===== config.mk =====
export PLATFORM = sky130hd
export DESIGN_NAME = acps_top
export DESIGN_NICKNAME = d
export VERILOG_FILES = /design/src/acps_conv.v /design/src/acps_top.v
export VERILOG_INCLUDE_DIRS = /design/src /design/src/src
export SDC_FILE = /design/constraint.sdc
export NUM_CORES = 1
export LEC_CHECK = 0
export ABC_CLOCK_PERIOD_IN_PS = 2360
export BUFFER_PORTS_ARGS = -buffer_cell sky130_fd_sc_hd__buf_2
export CORE_UTILIZATION = 40
export CTS_BUF_LIST = sky130_fd_sc_hd__clkbuf_16
export DETAILED_ROUTE_END_ITERATION = 7
export GPL_TIMING_DRIVEN = 0
export PLACE_DENSITY = 0.68
export SLEW_MARGIN = 20
export SYNTH_ARGS = -nofsm -noshare
export SYNTH_HDL_FRONTEND = slang
export SYNTH_HIERARCHICAL = 1
export SYNTH_SLANG_ARGS = --single-unit

===== constraint.sdc =====
create_clock -name aclk -period 2.36 [get_ports aclk]
set_clock_uncertainty 0.1 [all_clocks]
set_input_delay 0.118 -clock aclk [delete_from_list [all_inputs] [get_ports aclk]]
set_output_delay 0.118 -clock aclk [all_outputs]
set_load 0.01 [all_outputs]

===== src/acps_defs.vh =====
// Purpose: constants for the converter control and pin select block
// Assumes: register byte address is four times the register index
// Notes:   definitions only
`ifndef ACPS_DEFS_VH
`define ACPS_DEFS_VH

// register indices as printed, byte address = index * 4
`define ACPS_IDX_NARROW      8'h00
`define ACPS_IDX_WIDE        8'h01
`define ACPS_IDX_PINSEL      8'h08
`define ACPS_ADDR_W          8

// narrow converter register fields
`define ACPS_N_RSVD_BIT      7
`define ACPS_N_RATE_HI       6
`define ACPS_N_RATE_LO       5
`define ACPS_N_SEL_HI        4
`define ACPS_N_SEL_LO        3
`define ACPS_N_DATA_HI       2
`define ACPS_N_DATA_LO       0
`define ACPS_N_DW            3

// wide converter register fields
`define ACPS_W_RATE_HI       7
`define ACPS_W_RATE_LO       6
`define ACPS_W_SEL_HI        5
`define ACPS_W_SEL_LO        4
`define ACPS_W_DATA_HI       3
`define ACPS_W_DATA_LO       0
`define ACPS_W_DW            4

// pin select field: bits 5..2, one per multiplexed pin
`define ACPS_PS_LO           2
`define ACPS_PS_HI           5
`define ACPS_PS_N            4

// rate encodings
`define ACPS_RATE_OFF        2'h0
`define ACPS_RATE_DIV2       2'h1
`define ACPS_RATE_DIV3       2'h2
`define ACPS_RATE_DIV4       2'h3

// reset values
`define ACPS_RST_RATE        2'h0
`define ACPS_RST_SEL         2'h0
`define ACPS_RST_PINSEL      8'h00
`define ACPS_RST_N_DATA      3'h0
`define ACPS_RST_W_DATA      4'h0

// axi responses
`define ACPS_RESP_OKAY       2'h0
`define ACPS_RESP_SLVERR     2'h2

`endif


===== src/acps_conv.v =====
// Purpose: one converter channel: rate divider, input selector, result
// Assumes: analog levels arrive as already quantised words on pins
// Notes:   software may write the result; a conversion in the same cycle wins
`timescale 1ns/1ps
`default_nettype none
`include "acps_defs.vh"

module acps_conv #(
    parameter DW = 4
) (
    input  wire            aclk,
    input  wire            aresetn,
    input  wire            wr_en,
    input  wire [1:0]      wr_rate,
    input  wire [1:0]      wr_sel,
    input  wire [DW-1:0]   wr_data,
    input  wire [4*DW-1:0] ain,
    output reg  [1:0]      rate,
    output reg  [1:0]      sel,
    output reg  [DW-1:0]   data,
    output reg             conv_done
);
    reg  [4*DW-1:0] ain_meta;
    reg  [4*DW-1:0] ain_sync;
    reg  [1:0]      cnt;
    wire            tick;

    // two flops before anything reads the pins
    always @(posedge aclk) begin
        ain_meta <= ain;
        ain_sync <= ain_meta;
    end

    // period is rate+1 clocks: 01 -> /2, 10 -> /3, 11 -> /4
    assign tick = (rate != `ACPS_RATE_OFF) && (cnt == rate);

    always @(posedge aclk) begin
        if (!aresetn) begin
            rate      <= `ACPS_RST_RATE;
            sel       <= `ACPS_RST_SEL;
            data      <= {DW{1'b0}};
            cnt       <= 2'h0;
            conv_done <= 1'b0;
        end else begin
            conv_done <= tick;
            if (wr_en) begin
                rate <= wr_rate;
                sel  <= wr_sel;
            end
            if (rate == `ACPS_RATE_OFF || tick || wr_en) begin
                cnt <= 2'h0; // a new setting restarts the divider
            end else begin
                cnt <= cnt + 2'h1;
            end
            if (tick) begin
                data <= ain_sync[sel*DW +: DW];
            end else if (wr_en) begin
                data <= wr_data; // off: only software moves it
            end
        end
    end
endmodule
`default_nettype wire


===== src/acps_top.v =====
// Purpose: converter control/result registers and port pin function select
// Assumes: AXI4-Lite slave, one write and one read outstanding at most
// Notes:   only byte lane 0 carries register data; upper bits read as zero
`timescale 1ns/1ps
`default_nettype none
`include "acps_defs.vh"

module acps_top #(
    parameter NDW = `ACPS_N_DW,
    parameter WDW = `ACPS_W_DW
) (
    input  wire                aclk,
    input  wire                aresetn,
    input  wire [31:0]         s_axi_awaddr,
    input  wire                s_axi_awvalid,
    output wire                s_axi_awready,
    input  wire [31:0]         s_axi_wdata,
    input  wire [3:0]          s_axi_wstrb,
    input  wire                s_axi_wvalid,
    output wire                s_axi_wready,
    output reg  [1:0]          s_axi_bresp,
    output reg                 s_axi_bvalid,
    input  wire                s_axi_bready,
    input  wire [31:0]         s_axi_araddr,
    input  wire                s_axi_arvalid,
    output wire                s_axi_arready,
    output reg  [31:0]         s_axi_rdata,
    output reg  [1:0]          s_axi_rresp,
    output reg                 s_axi_rvalid,
    input  wire                s_axi_rready,
    input  wire [4*NDW-1:0]    narrow_ain,
    input  wire [4*WDW-1:0]    wide_ain,
    input  wire [3:0]          pwm_out,
    input  wire [3:0]          gpio_out,
    input  wire [3:0]          gpio_oe,
    input  wire [3:0]          mux_pin_i,
    output wire [3:0]          mux_pin_o,
    output wire [3:0]          mux_pin_oe,
    output wire [3:0]          gpio_in,
    output wire [3:0]          pin_is_gpio,
    output wire                narrow_conv_done,
    output wire                wide_conv_done
);
    localparam [1:0] DEC_NARROW = 2'h0;
    localparam [1:0] DEC_WIDE   = 2'h1;
    localparam [1:0] DEC_PINSEL = 2'h2;
    localparam [1:0] DEC_NONE   = 2'h3;

    reg  [31:0]      aw_addr;
    reg              aw_held;
    reg  [7:0]       w_byte;
    reg              w_lane0;
    reg              w_held;
    reg  [7:0]       pinsel;
    reg  [3:0]       pin_meta;
    reg  [3:0]       pin_sync;
    wire             do_write;
    wire [1:0]       wr_dec;
    wire             wr_ok;
    wire [1:0]       rd_dec;
    wire [1:0]       n_rate;
    wire [1:0]       n_sel;
    wire [NDW-1:0]   n_data;
    wire [1:0]       w_rate;
    wire [1:0]       w_sel;
    wire [WDW-1:0]   w_data;
    wire [3:0]       ps_bits;
    reg  [7:0]       rd_byte;

    // byte address must be word aligned and equal to four times the index
    function [1:0] acps_decode;
        input [31:0] addr;
        begin
            if (addr[1:0] != 2'h0 || addr[31:10] != 22'h0) begin
                acps_decode = DEC_NONE;
            end else if (addr[9:2] == `ACPS_IDX_NARROW) begin
                acps_decode = DEC_NARROW;
            end else if (addr[9:2] == `ACPS_IDX_WIDE) begin
                acps_decode = DEC_WIDE;
            end else if (addr[9:2] == `ACPS_IDX_PINSEL) begin
                acps_decode = DEC_PINSEL;
            end else begin
                acps_decode = DEC_NONE;
            end
        end
    endfunction

    // write path: address and data taken in either order, then one response
    assign s_axi_awready = !aw_held && !s_axi_bvalid;
    assign s_axi_wready  = !w_held && !s_axi_bvalid;
    assign do_write      = aw_held && w_held && !s_axi_bvalid;
    assign wr_dec        = acps_decode(aw_addr);
    // lane 0 off means nothing to store, yet the write is still answered
    assign wr_ok         = do_write && w_lane0;

    always @(posedge aclk) begin
        if (!aresetn) begin
            aw_addr      <= 32'h0;
            aw_held      <= 1'b0;
            w_byte       <= 8'h00;
            w_lane0      <= 1'b0;
            w_held       <= 1'b0;
            s_axi_bvalid <= 1'b0;
            s_axi_bresp  <= `ACPS_RESP_OKAY;
        end else begin
            if (s_axi_awvalid && s_axi_awready) begin
                aw_addr <= s_axi_awaddr;
                aw_held <= 1'b1;
            end
            if (s_axi_wvalid && s_axi_wready) begin
                w_byte  <= s_axi_wdata[7:0];
                w_lane0 <= s_axi_wstrb[0];
                w_held  <= 1'b1;
            end
            if (do_write) begin
                aw_held      <= 1'b0;
                w_held       <= 1'b0;
                s_axi_bvalid <= 1'b1;
                s_axi_bresp  <= (wr_dec == DEC_NONE) ? `ACPS_RESP_SLVERR : `ACPS_RESP_OKAY;
            end else if (s_axi_bvalid && s_axi_bready) begin
                s_axi_bvalid <= 1'b0;
            end
        end
    end

    // pin function select register
    always @(posedge aclk) begin
        if (!aresetn) begin
            pinsel <= `ACPS_RST_PINSEL; // pulse-width output after reset
        end else if (wr_ok && wr_dec == DEC_PINSEL) begin
            pinsel <= w_byte;
        end
    end

    acps_conv #(
        .DW        (NDW)
    ) u_narrow (
        .aclk      (aclk),
        .aresetn   (aresetn),
        .wr_en     (wr_ok && wr_dec == DEC_NARROW),
        .wr_rate   (w_byte[`ACPS_N_RATE_HI:`ACPS_N_RATE_LO]),
        .wr_sel    (w_byte[`ACPS_N_SEL_HI:`ACPS_N_SEL_LO]),
        .wr_data   (w_byte[`ACPS_N_DATA_HI:`ACPS_N_DATA_LO]),
        .ain       (narrow_ain),
        .rate      (n_rate),
        .sel       (n_sel),
        .data      (n_data),
        .conv_done (narrow_conv_done)
    );

    acps_conv #(
        .DW        (WDW)
    ) u_wide (
        .aclk      (aclk),
        .aresetn   (aresetn),
        .wr_en     (wr_ok && wr_dec == DEC_WIDE),
        .wr_rate   (w_byte[`ACPS_W_RATE_HI:`ACPS_W_RATE_LO]),
        .wr_sel    (w_byte[`ACPS_W_SEL_HI:`ACPS_W_SEL_LO]),
        .wr_data   (w_byte[`ACPS_W_DATA_HI:`ACPS_W_DATA_LO]),
        .ain       (wide_ain),
        .rate      (w_rate),
        .sel       (w_sel),
        .data      (w_data),
        .conv_done (wide_conv_done)
    );

    // pin muxing: select bit 0 = pulse-width, 1 = general I/O
    assign ps_bits     = pinsel[`ACPS_PS_HI:`ACPS_PS_LO];
    assign pin_is_gpio = ps_bits;
    assign mux_pin_o   = (ps_bits & gpio_out) | (~ps_bits & pwm_out);
    assign mux_pin_oe  = (ps_bits & gpio_oe) | ~ps_bits;

    // pin levels come from outside, so two flops before use
    always @(posedge aclk) begin
        pin_meta <= mux_pin_i;
        pin_sync <= pin_meta;
    end
    assign gpio_in = pin_sync & ps_bits;

    // read path: data registered on the same edge that takes the address
    assign s_axi_arready = !s_axi_rvalid;
    assign rd_dec        = acps_decode(s_axi_araddr);

    always @* begin
        case (rd_dec)
            DEC_NARROW: begin
                rd_byte = {1'b1, n_rate, n_sel, n_data}; // bit 7 reads one
            end
            DEC_WIDE: begin
                rd_byte = {w_rate, w_sel, w_data};
            end
            DEC_PINSEL: begin
                rd_byte = pinsel;
            end
            default: begin
                rd_byte = 8'h00;
            end
        endcase
    end

    always @(posedge aclk) begin
        if (!aresetn) begin
            s_axi_rvalid <= 1'b0;
            s_axi_rdata  <= 32'h0;
            s_axi_rresp  <= `ACPS_RESP_OKAY;
        end else if (s_axi_arvalid && s_axi_arready) begin
            s_axi_rvalid <= 1'b1;
            s_axi_rdata  <= {24'h0, rd_byte};
            s_axi_rresp  <= (rd_dec == DEC_NONE) ? `ACPS_RESP_SLVERR : `ACPS_RESP_OKAY;
        end else if (s_axi_rvalid && s_axi_rready) begin
            s_axi_rvalid <= 1'b0;
        end
    end
endmodule
`default_nettype wire


# After elaboration in Yosys (flattened, before gate mapping)
# Cells that the tools add are included.
[word_totals] regBits=150 in_bits=151 out_inout_bits=59 word_cells=115
[classes] n_addsub=2 multipliers=1 n_eq_ne=12 shift=2 muxes=19 bitwise_logic=8 reduce_logical=44
[ops] op="22-bit nonzero test" count=2
[ops] op="8-bit case mux with 3 select lines" count=1
[ops] op="4-bit bitwise AND" count=4
[ops] op="8-bit by 1-bit == test with 1-bit output (second input constant)" count=2
[ops] op="8-bit by 4-bit == test with 1-bit output (second input constant)" count=2
[ops] op="8-bit logical NOT" count=2
[ops] op="2-bit 2-to-1 mux" count=8
[ops] op="2-bit nonzero test" count=8
[ops] op="16-bit by 5-bit indexed part select with 4-bit output" count=1
[ops] op="1-bit logical AND" count=15
[ops] op="12-bit by 5-bit indexed part select with 3-bit output" count=1
[ops] op="2-bit == test (second input constant)" count=4
[ops] op="2-bit logical NOT" count=4
[ops] op="4-bit 2-to-1 mux" count=2
[ops] op="4-bit bitwise OR" count=2
[ops] op="1-bit logical OR" count=6
[ops] op="1-bit 2-to-1 mux" count=6
[ops] op="3-bit 2-to-1 mux" count=2
[ops] op="2-bit OR reduction" count=3
[ops] op="2-bit by 1-bit adder with 2-bit output (second input constant)" count=2
[ops] op="2-bit by 1-bit == test with 1-bit output (second input constant)" count=2
[ops] op="2-bit == test" count=2
[ops] op="1-bit logical NOT" count=4
[ops] op="2-bit by 2-bit multiplier with 4-bit output (second input constant)" count=1
[ops] op="2 further kinds" count=2

# Logic depth before layout (Yosys ltp)
# Gate-level depths: netlist of run 1.
[logic_depth] ltp_word=9 ltp_mapped=7 ltp_nobuf=6

# Modules after synthesis
# The synthesis of run 1 kept the hierarchy.
[by_module_without_submodules] mod="acps_top" instances=1 cells_per_inst=379 area_per_inst_um2=3213.1 seq_area_each_um2=1421.4
[by_module_without_submodules] mod="acps_conv at u_wide" instances=1 cells_per_inst=86 area_per_inst_um2=1231.2 seq_area_each_um2=860.8
[by_module_without_submodules] mod="acps_conv at u_narrow" instances=1 cells_per_inst=71 area_per_inst_um2=996.0 seq_area_each_um2=680.7

# Worst setup path before layout of run 1
# No wires, ideal clock.
[synth_timing] kind="reg2reg" startpoint="register aw_addr[18]" endpoint="register u_wide.data[0]" arrival_ns=1.833 t_required_ns=2.135 slack_ns=0.302 stages_incl_launch_ff=8 n_path_buf=1 synth_period_minus_slack_ns=2.058 path_cell_list="dfxtp_1 nor4_2 nand4_2 nor4_1 buf_2 mux2_2 a211oi_1 a211oi_1"
[synth_via] elab_chain_len=6
[synth_lines] element="start, declared" line_no="acps_top.v:49" text="reg [31:0] aw_addr;"
[synth_lines] element="start signal, assigned" line_no="acps_top.v:107" text="aw_addr <= s_axi_awaddr;"
[synth_lines] element="22-bit nonzero test" line_no="acps_top.v:74" text="if (addr[1:0] != 2'h0 || addr[31:10] != 22'h0) begin"
[synth_lines] element="1-bit logical OR" line_no="acps_top.v:74"
[synth_lines] element="2-bit 2-to-1 mux" line_no="acps_top.v:74"
[synth_lines] element="2-bit by 1-bit == test with 1-bit output" line_no="acps_top.v:156" text=".wr_en (wr_ok && wr_dec == DEC_WIDE),"
[synth_lines] element="1-bit logical AND" line_no="acps_top.v:156"
[synth_lines] element="2-bit nonzero test (no line)"
[synth_lines] element="end signal, assigned" line_no="acps_conv.v:41" text="data <= {DW{1'b0}};"
[synth_lines] element="end signal, assigned" line_no="acps_conv.v:56" text="data <= ain_sync[sel*DW +: DW];"
[synth_lines] element="end signal, assigned" line_no="acps_conv.v:58" text="data <= wr_data;"
[synth_lines] element="end, declared" line_no="acps_conv.v:20" text="output reg [DW-1:0] data,"
# No other way between the ends.
# A chain may end at the register's enable or synchronous reset.

# Worst setup path in the final report of run 1
[layout_timing] startpoint="register aw_addr[23]" endpoint="register u_wide.data[1]"
# The elaborated chain is that of the path after synthesis.

==> results.txt, run 1 <==
status -> finished clean
Max Cap Viol -> 0
worst flop-to-flop path startpoint -> aw_addr[23]$_SDFFE_PN0P_
RSZ-0062 raised after global routing -> yes
multi-input logic area -> 2300 sq um
Fmax -> 438 MHz
fin nets -> 974
Synth Instances -> 536
vias per std cell -> 4.58
main combinational cell family by area after synthesis -> simple AND/OR/NAND/NOR gates
CP Class -> reg -> reg
Worst-Margin Slew -> 705 ps
CTS Root Cell -> clkbuf_16
Boundary Pins -> 210
die area -> 14100 sq um
vias in the first global route -> 4840
CP Data Arrival Time -> 2480 ps
fillers -> 1081
power per cell area -> 715 nW/um^2
reg2reg end -> u_wide/data[1]$_SDFFE_PN0P_
Syn-to-layout area delta -> 47.8%
vias post-DR -> 4633
Clock Tree Buf Depth -> 2
pin count of the biggest net entering global routing -> 17
first-pass GRT wire length -> 22500 um
final setup vio count -> 0
total congestion overflow -> 0
setup TNS -> 0 ps
Reg2Reg Depth -> 7
XOR/XNOR Fraction of Synth Area -> 0.322%
number of distinct library cells after synthesis -> 41
Simple-Gate Fraction of Synth Area -> 18.0%
row cnt -> 42
worst hold start -> s_axi_araddr[5]
Clock transition at path regs -> 60 ps
die width -> 119 um
crit path launch type -> flip-flop
Post-DRT Antenna Nets -> 0
worst hold path type -> in -> reg
final wirelength -> 14100 um
initial core utilization -> 41.1%
Mapped Avg Cell Area -> 10.1 sq um
Final Hold Fails -> 0
clock sinks -> 148
Reg2Reg Setup Slack -> 80 ps
depth of the worst hold-timing path -> 4
hpwl dp -> 9680 um
Post-Synth Adder-Cell Area -> 0%
fraction of layout cells with a size suffix above 1 -> 31.2%
Place WS -> -162 ps
static leakage -> 0.00352 uW
post-synthesis sequential area ratio -> 54.5%
final worst path period share -> 96.8%
Initial DRT Pass Iterations -> 4
core area -> 13200 sq um
Seq cells post-synth -> 148
initial antenna violation count -> 0
clk_lat worst skew -> 420 ps
RePlAce Congestion -> 0.803
mux contribution to synthesized area -> 9.82%
Final Util -> 60.7%
CTS tree -> done
H-tree Lvls -> 4
setup slack after layout -> 75.0 ps
Hold WS -> 61.7 ps
Post-synth EDFFs -> 0
Synth Warn # -> 6
worst hold path endpoint -> s_axi_rdata[2]$_SDFFE_PN0P_
Synth Area in Compound Gates -> 10.7%
Top FF cell, synth -> dfxtp_1
port bufs -> 155
starting DRC count in detailed routing -> 210
Sequential Area -> 2960 sq um
# DRC -> 0
Num CTS Buffers -> 17
crit path max fanout -> 5
crit path capture type -> flip-flop
Mapped Area -> 5440 sq um
Synth async-reset ratio -> 0%
worst endpoint required time -> 2560 ps
total track usage -> 20.9%
fin. max-slew vios -> 0
Die H -> 119 um
Final min period -> 2280 ps
ANT cells -> 0
relative slew slack -> 52.7%
maximum vdd drop -> 0.543 mV
WL per Instance -> 13.9 um
==> cells in the mapped netlist, drive strengths merged, types with 4 or more instances <==
cell type	instances	area share, %
mux2i	23	4.2
mux2	11	2.3
nand3b	4	0.55
a21oi	13	1.2
inv	14	0.97
nor2b	4	0.46
mux4	7	3.3
dfxtp	148	54
o21ai	9	0.83
and2	11	1.3
a211oi	14	1.9
nor2	25	1.7
nor4	15	3.0
nand2b	8	0.92
nand4	4	0.57
buf	34	4.5
a21boi	43	5.9
clkbuf	16	1.1
nand2	112	7.7
==> power breakdown <==
part | internal (uW) | switching, uW
clock | 1450 | 1060
combinational | 305 | 250
sequential | 2620 | 70.1
==> flip-flops by register name, summed over array words and instances (netlist names), 2 cells and up <==
register           flops
u_narrow/cnt           2
u_wide/sel             2
u_narrow/sel           2
aw_addr               32
u_wide/ain_sync       16
u_narrow/ain_meta     12
u_wide/ain_meta       16
w_byte                 8
u_narrow/ain_sync     12
s_axi_rdata            8
u_narrow/data          3
u_wide/rate            2
u_wide/data            4
u_narrow/rate          2
pin_sync               4
pinsel                 8
u_wide/cnt             2
pin_meta               4
==> cell usage in the layout, fill, tap and decap left out, types with 6 or more instances in the layout <==
master         instances
and2_1                 8
clkbuf_1              15
buf_2                156
dfxtp_1              147
nand2b_1               8
buf_4                 38
mux4_1                 6
clkbuf_16             17
mux2_2                11
nor4_4                 7
mux2i_1               23
dlygate4sd3_1         79
o21ai_0                9
nand2_1              112
a21boi_0              43
conb_1                26
inv_1                 15
nor2_1                25
a211oi_1               8
a211oi_2               6
a21oi_1               13
==> timing repair <==
item,4_1_cts,5_1_grt
hold buffers,79,0
pin swaps,2,6
resized for setup,4,13
cloned,0,1
buffers inserted,2,6
setup endpoints to repair,5,7
hold endpoints to repair,81,0
==> metrics by stage <==
| stage | power [uW] | cells | instance area, sq um |
|---|---|---|---|
| final | 5750 | 1012 | 8040 |
| after global routing | 5980 | 1012 | 8040 |
| after global placement | 3140 | 892 | 6530 |
| after detailed placement | 3160 | 892 | 6530 |
| after CTS | 5760 | 1005 | 7920 |
| after floorplan | 2960 | 561 | 5530 |
==> area by class of cell <==
cell class / count / area share (%)
multi-input cells: 349 / 28.6
well taps: 176 / 2.74
clock buffers: 17 / 5.29
plain buffers: 50 / 3.94
inverters: 14 / 0.653
flip-flops and latches: 148 / 36.9
clock inverters: 15 / 1.65
repair buffers: 243 / 20.3
==> cell families after synthesis <==
| group | Yosys count |
|---|---|
| other cells | 1 |
| mux | 41 |
| compound gates | 84 |
| flops | 148 |
| buf+inv | 64 |
| xor+xnor | 2 |
| simple gates | 196 |
==> how the worst max path moves through the flow <==
stage                                   from                           to  slack [ps]  depth (start not counted)
finish              aw_addr[23]$_SDFFE_PN0P_  u_wide/data[1]$_SDFFE_PN0P_          80                          7
global route        aw_addr[23]$_SDFFE_PN0P_  u_wide/data[2]$_SDFFE_PN0P_         -10                          7
floorplan           aw_addr[18]$_SDFFE_PN0P_  u_wide/data[0]$_SDFFE_PN0P_         300                          7
global placement    aw_addr[26]$_SDFFE_PN0P_  u_wide/data[0]$_SDFFE_PN0P_         -80                          7
detailed placement  aw_addr[31]$_SDFFE_PN0P_  u_wide/data[3]$_SDFFE_PN0P_        -160                          7
CTS                 aw_addr[18]$_SDFFE_PN0P_  u_wide/data[3]$_SDFFE_PN0P_          30                          7
==> routing by layer <==
metal / track usage (%) / up-vias / share of wire (%)
met5: 0 / - / 0
met2: 37.5 / 165 / 52
met1: 21.8 / 2100 / 39
li1: - / 2340 / -
met4: 11.6 / 0 / 2.7
met3: 5.98 / 28 / 6.3
==> critical path, stage by stage, from the launching register on <==
cell      delay (ps)
dfxtp_1          340
nor4_4           290
nand4_2          260
nor4_4           410
buf_6            180
mux2_2           350
a211oi_2         160
a211oi_1          70
Note: power is estimated with default switching activity, not from simulation.
==> run 2: changes to the inputs <==
--- a/config.mk
+++ b/config.mk
@@ -7,9 +7,10 @@
 export NUM_CORES = 1
 export LEC_CHECK = 0
 export ABC_CLOCK_PERIOD_IN_PS = 2360
-export BUFFER_PORTS_ARGS = -buffer_cell sky130_fd_sc_hd__buf_2
+export BUFFER_PORTS_ARGS = -buffer_cell sky130_fd_sc_hd__clkbuf_2
 export CORE_UTILIZATION = 40
 export CTS_BUF_LIST = sky130_fd_sc_hd__clkbuf_16
+export CTS_CLUSTER_SIZE = 16
 export DETAILED_ROUTE_END_ITERATION = 7
 export GPL_TIMING_DRIVEN = 0
 export PLACE_DENSITY = 0.68
==> run 2 against run 1 <==
Compared with the run above: first-iteration DRC count down 30%; highest routed layer unchanged; critical endpoint is now u_wide/data[0]$_SDFFE_PN0P_; register-to-register slack better by 40 ps; design area about the same; total power up 3.6%; die area unchanged; count of clock-buffer cells in the layout unchanged; sequential cell count unchanged; worst hold slack worse by 11 ps; critical path depth up 1; fmax up 1.6%; wire length down 4.9%.
==> results.txt, run 2 (synthesis results as in run 1) <==
CTS Root Cell -> clkbuf_16
most frequent cells in the layout -> clkbuf_2, dfxtp_1, nand2_1, dlygate4sd3_1, a21boi_0
final wirelength -> 13400 um
port bufs -> 155
Final min period -> 2250 ps
cell breakdown of the critical path -> nor4_4, nand4_1, buf_4, nor4_4, buf_6, mux2_2, a211oi_1, a211oi_1
Final Hold Fails -> 0
clock network power share -> 45.4%
Hold WS -> 51.0 ps
WL per Instance -> 13.3 um
Final Util -> 60.8%
status -> finished clean
Int Pwr -> 4600 uW
row cnt -> 42
die width -> 119 um
initial core utilization -> 41.1%
Die H -> 119 um
Max Cap Viol -> 0
Sequential Area -> 2960 sq um
worst hold start -> s_axi_awvalid
Clock transition at path regs -> 60 ps
H-tree Lvls -> 4
final instance area -> 8050 sq um
die area -> 14100 sq um
initial antenna violation count -> 0
Regs by FF count -> aw_addr x32, u_wide/ain_meta x16, u_wide/ain_sync x16
vias in the first global route -> 4639
vias post-DR -> 4609
CP Data Arrival Time -> 2440 ps
clock sinks -> 148
Initial DRT Pass Iterations -> 5
Crit-path slowest cell -> dfxtp_1
Post-DRT Antenna Nets -> 0
total congestion overflow -> 0
power consumption -> 5960 uW
total track usage -> 20.0%
RePlAce Congestion -> 0.788
clk_lat worst skew -> 410 ps
depth of the worst hold-timing path -> 4
reg2reg end -> u_wide/data[0]$_SDFFE_PN0P_
RSZ-0062 raised after global routing -> no
setup slack after layout -> 112 ps
static leakage -> 0.00353 uW
relative slew slack -> 53.3%
Reg2Reg Depth -> 8
worst hold path type -> in -> reg
maximum vdd drop -> 0.695 mV
final setup vio count -> 0
Place WS -> -136 ps
Fmax -> 445 MHz
combinational fraction of design power -> 9.5%
worst stage delay on the critical path -> 340 ps
worst hold path endpoint -> aw_addr[31]$_SDFFE_PN0P_
worst endpoint required time -> 2560 ps
Placement Cell Area -> 6530 sq um
Boundary Pins -> 210
multi-input logic area -> 2290 sq um
sequential share of power -> 45.1%
P_sw -> 1360 uW
starting DRC count in detailed routing -> 147
core area -> 13200 sq um
delay-heaviest family, CP -> simple AND/OR/NAND/NOR gates
fin nets -> 970
power per cell area -> 740 nW/um^2
CP Class -> reg -> reg
max reg flops -> 32
commonest non-fill, non-tap cell in the layout -> clkbuf_2
pin count of the biggest net entering global routing -> 17
hpwl dp -> 9550 um
worst path buffer plus inverter count -> 2
Worst-Margin Slew -> 695 ps
# DRC -> 0
first-pass GRT wire length -> 21700 um
fraction of layout cells with a size suffix above 1 -> 30.4%
worst flop-to-flop path startpoint -> aw_addr[11]$_SDFFE_PN0P_
Biggest register -> aw_addr
CTS tree -> done
Syn-to-layout area delta -> 47.9%
crit path capture type -> flip-flop
Reg2Reg Setup Slack -> 110 ps
fin. max-slew vios -> 0
vias per std cell -> 4.58
final worst path period share -> 95.3%
fillers -> 1084
crit path launch type -> flip-flop
ANT cells -> 0
Sw Ratio -> 22.8%
Num CTS Buffers -> 17
Clock Tree Buf Depth -> 2
crit path max fanout -> 9
==> run 2: timing repair <==
| action | CTS | global route |
|---|---|---|
| buffers inserted | 2 | 5 |
| setup endpoints to repair | 7 | 15 |
| pin swaps | 2 | 3 |
| hold buffers | 77 | 0 |
| gates resized for setup | 3 | 10 |
| endpoints found under the hold margin | 81 | 0 |
==> run 2: layout make-up <==
class                   count  area share (%)
clock inverters            14            2.24
flip-flops and latches    148            36.8
clock buffers              17            5.29
multi-input cells         349            28.5
well taps                 176            2.74
plain buffers              50            3.93
inverters                  14           0.653
repair buffers            239            19.9
==> run 2: per-stage QoR <==
| step | cells | TNS (ps) |
|---|---|---|
| floorplan | 561 | 0 |
| global placement | 892 | -279 |
| detailed placement | 892 | -468 |
| CTS | 1002 | 0 |
| global route | 1007 | 0 |
| finish | 1007 | 0 |
==> run 2: worst reg2reg max path, stage by stage, from the launching register on <==
cell and delay, ps:
dfxtp_1 340, nor4_4 300, nand4_1 120, buf_4 180, nor4_4 290, buf_6 180
mux2_2 350, a211oi_1 210, a211oi_1 80
==> run 2: power by group through the flow <==
| stage | registers (uW) | logic, uW | clock network, uW |
|---|---|---|---|
| final | 2690 | 565 | 2710 |
| after global placement | 2730 | 413 | 0 |
| after floorplan | 2710 | 251 | 0 |
| after global routing | 2700 | 623 | 2880 |
| after CTS | 2680 | 536 | 2760 |
| after detailed placement | 2730 | 424 | 0 |
==> run 2: layer usage <==
metal	track usage [%]	share of wire [%]	vias to the layer above
li1	-	-	2338
met1	21.7	41	2093
met2	36.0	51	155
met3	5.36	5.2	23
met4	9.34	2.2	0
met5	0	0	-
==> run 2: worst max-delay path by stage <==
stage | start | endpoint | slack [ps] | cells past startpoint
global route | aresetn | s_axi_rvalid$_SDFFE_PN0P_ | 9 | 6
floorplan | aw_addr[18]$_SDFFE_PN0P_ | u_wide/data[0]$_SDFFE_PN0P_ | 300 | 7
global placement | aw_addr[26]$_SDFFE_PN0P_ | u_wide/data[0]$_SDFFE_PN0P_ | -80 | 7
finish | aw_addr[11]$_SDFFE_PN0P_ | u_wide/data[0]$_SDFFE_PN0P_ | 110 | 8
detailed placement | aw_addr[31]$_SDFFE_PN0P_ | u_wide/data[0]$_SDFFE_PN0P_ | -140 | 7
CTS | aw_addr[31]$_SDFFE_PN0P_ | u_wide/data[0]$_SDFFE_PN0P_ | 10 | 7
==> run 3: changes to the inputs <==
--- a/config.mk
+++ b/config.mk
@@ -14,6 +14,7 @@
 export DETAILED_ROUTE_END_ITERATION = 7
 export GPL_TIMING_DRIVEN = 0
 export PLACE_DENSITY = 0.68
+export SETUP_SLACK_MARGIN = 0.2
 export SLEW_MARGIN = 20
 export SYNTH_ARGS = -nofsm -noshare
 export SYNTH_HDL_FRONTEND = slang
==> run 3 against run 2 <==
Compared with the run above: clock power about the same; global-route usage is 0.39 points higher; worst setup slack gained 44 ps; first-iteration DRC count grew 8.2%; sequential cell count stayed put; via count up 2.1%; worst hold slack got worse by 10 ps; design area grew 1.3%; sequential power barely moved; sequential share of layout area down 0.39 points; count of clock-buffer cells in the layout unchanged; wire length rose by 2.9%; critical path type unchanged.
==> results.txt, run 3 (synthesis results as in run 1) <==
worst stage delay on the critical path -> 350 ps
multi-input logic area -> 2340 sq um
worst hold path endpoint -> aw_addr[31]$_SDFFE_PN0P_
# DRC -> 0
die width -> 119 um
Clock transition at path regs -> 60 ps
die area -> 14100 sq um
total congestion overflow -> 0
RePlAce Congestion -> 0.788
status -> finished clean
port bufs -> 155
WL per Instance -> 13.6 um
fraction of layout cells with a size suffix above 1 -> 32.3%
Post-DRT Antenna Nets -> 0
worst flop-to-flop path startpoint -> aw_addr[1]$_SDFFE_PN0P_
vias in the first global route -> 4696
reg2reg end -> u_wide/data[2]$_SDFFE_PN0P_
relative slew slack -> 58.7%
crit path capture type -> flip-flop
Final Util -> 61.6%
vias post-DR -> 4705
CTS tree -> done
CP Class -> reg -> reg
Regs by FF count -> aw_addr x32, u_wide/ain_meta x16, u_wide/ain_sync x16
Die H -> 119 um
final setup vio count -> 0
fin nets -> 975
H-tree Lvls -> 4
worst hold start -> s_axi_awvalid
clk_lat worst skew -> 420 ps
ANT cells -> 0
initial antenna violation count -> 0
fin. max-slew vios -> 0
clock sinks -> 148
core area -> 13200 sq um
vias per std cell -> 4.65
Clock Tree Buf Depth -> 2
Worst-Margin Slew -> 615 ps
pin count of the biggest net entering global routing -> 17
Boundary Pins -> 210
Initial DRT Pass Iterations -> 4
Fmax -> 454 MHz
Max Cap Viol -> 0
RSZ-0062 raised after global routing -> yes
first-pass GRT wire length -> 22100 um
worst hold path type -> in -> reg
depth of the worst hold-timing path -> 4
crit path max fanout -> 6
CTS Root Cell -> clkbuf_16
Syn-to-layout area delta -> 49.9%
maximum vdd drop -> 0.692 mV
max reg flops -> 32
Final min period -> 2200 ps
Reg2Reg Depth -> 8
cell breakdown of the critical path -> nor4_4, nand4_1, buf_6, nor4_4, buf_6, mux2_2, a211oi_2, a211oi_1
Reg2Reg Setup Slack -> 160 ps
final wirelength -> 13800 um
setup slack after layout -> 155 ps
Sequential Area -> 2970 sq um
worst endpoint required time -> 2560 ps
power per cell area -> 734 nW/um^2
Crit-path slowest cell -> dfxtp_1
Place WS -> -136 ps
static leakage -> 0.00358 uW
initial core utilization -> 41.1%
total track usage -> 20.4%
commonest non-fill, non-tap cell in the layout -> clkbuf_2
final worst path period share -> 93.4%
fillers -> 1064
hpwl dp -> 9550 um
row cnt -> 42
starting DRC count in detailed routing -> 159
crit path launch type -> flip-flop
CP Data Arrival Time -> 2400 ps
Biggest register -> aw_addr
Num CTS Buffers -> 17
Final Hold Fails -> 0
most frequent cells in the layout -> clkbuf_2, dfxtp_1, nand2_1, dlygate4sd3_1, a21boi_0
run 3: changes by cell type in the layout (fill, tap and decap cells not counted), sizes merged:
cell  change
buf       +5
run 3: what timing repair did:
item                                   CTS  global route
hold buffers                            77             0
resized for setup                       18            11
buffers inserted                         8             4
endpoints found under the hold margin   81             0
pin swaps                                9            12
setup endpoints to repair                7            18
run 3: worst max path at each step:
stage	start	to	cells past startpoint	slack, ps
finish	aw_addr[1]$_SDFFE_PN0P_	u_wide/data[2]$_SDFFE_PN0P_	8	160
global placement	aw_addr[26]$_SDFFE_PN0P_	u_wide/data[0]$_SDFFE_PN0P_	7	-80
CTS	aw_addr[30]$_SDFFE_PN0P_	u_wide/data[0]$_SDFFE_PN0P_	7	150
global route	aw_addr[1]$_SDFFE_PN0P_	u_narrow/data[1]$_SDFFE_PN0P_	8	60
detailed placement	aw_addr[31]$_SDFFE_PN0P_	u_wide/data[0]$_SDFFE_PN0P_	7	-140
floorplan	aw_addr[18]$_SDFFE_PN0P_	u_wide/data[0]$_SDFFE_PN0P_	7	300
run 3: per-layer routing:
metal  wire [um]  GRT usage (%)
met4         315           9.02
met1        5610           22.2
met2        7100           37.0
met3         757           5.21
met5           0              0
run 3: critical path: cells and delay by family (launching register included):
family	cells	cell delay, ps
AND/OR/NAND/NOR	3	680
multiplexers	1	350
flip-flops	1	350
AO/OA/AOI/OAI	2	260
buffers and inverters	2	330
run 3: power breakdown:
part / leakage, uW / internal (uW) / switching [uW] / total [uW]
clock: 0.000290 / 1670 / 1040 / 2710
combinational: 0.00206 / 323 / 261 / 585
sequential: 0.00123 / 2620 / 73.4 / 2690
total: 0.00358 / 4610 / 1370 / 5990
run 3: metrics by stage:
stage	instance area, sq um	TNS, ps	hold slack, ps	std cells	total power, uW
final	8160	0	40.8	1012	5990
after global routing	8160	0	54.4	1012	6220
after floorplan	5530	0	45.7	561	2960
after global placement	6530	-279	120	892	3140
after CTS	8070	0	18.1	1008	6000
after detailed placement	6530	-468	122	892	3160
run 3: cell type report:
| type | instances | share of cell area, % |
|---|---|---|
| repair buffers | 244 | 20.3 |
| flip-flops and latches | 148 | 36.4 |
| well taps | 176 | 2.70 |
| clock inverters | 14 | 2.21 |
| plain buffers | 50 | 3.88 |
| inverters | 14 | 0.644 |
| multi-input cells | 349 | 28.7 |
| clock buffers | 17 | 5.22 |
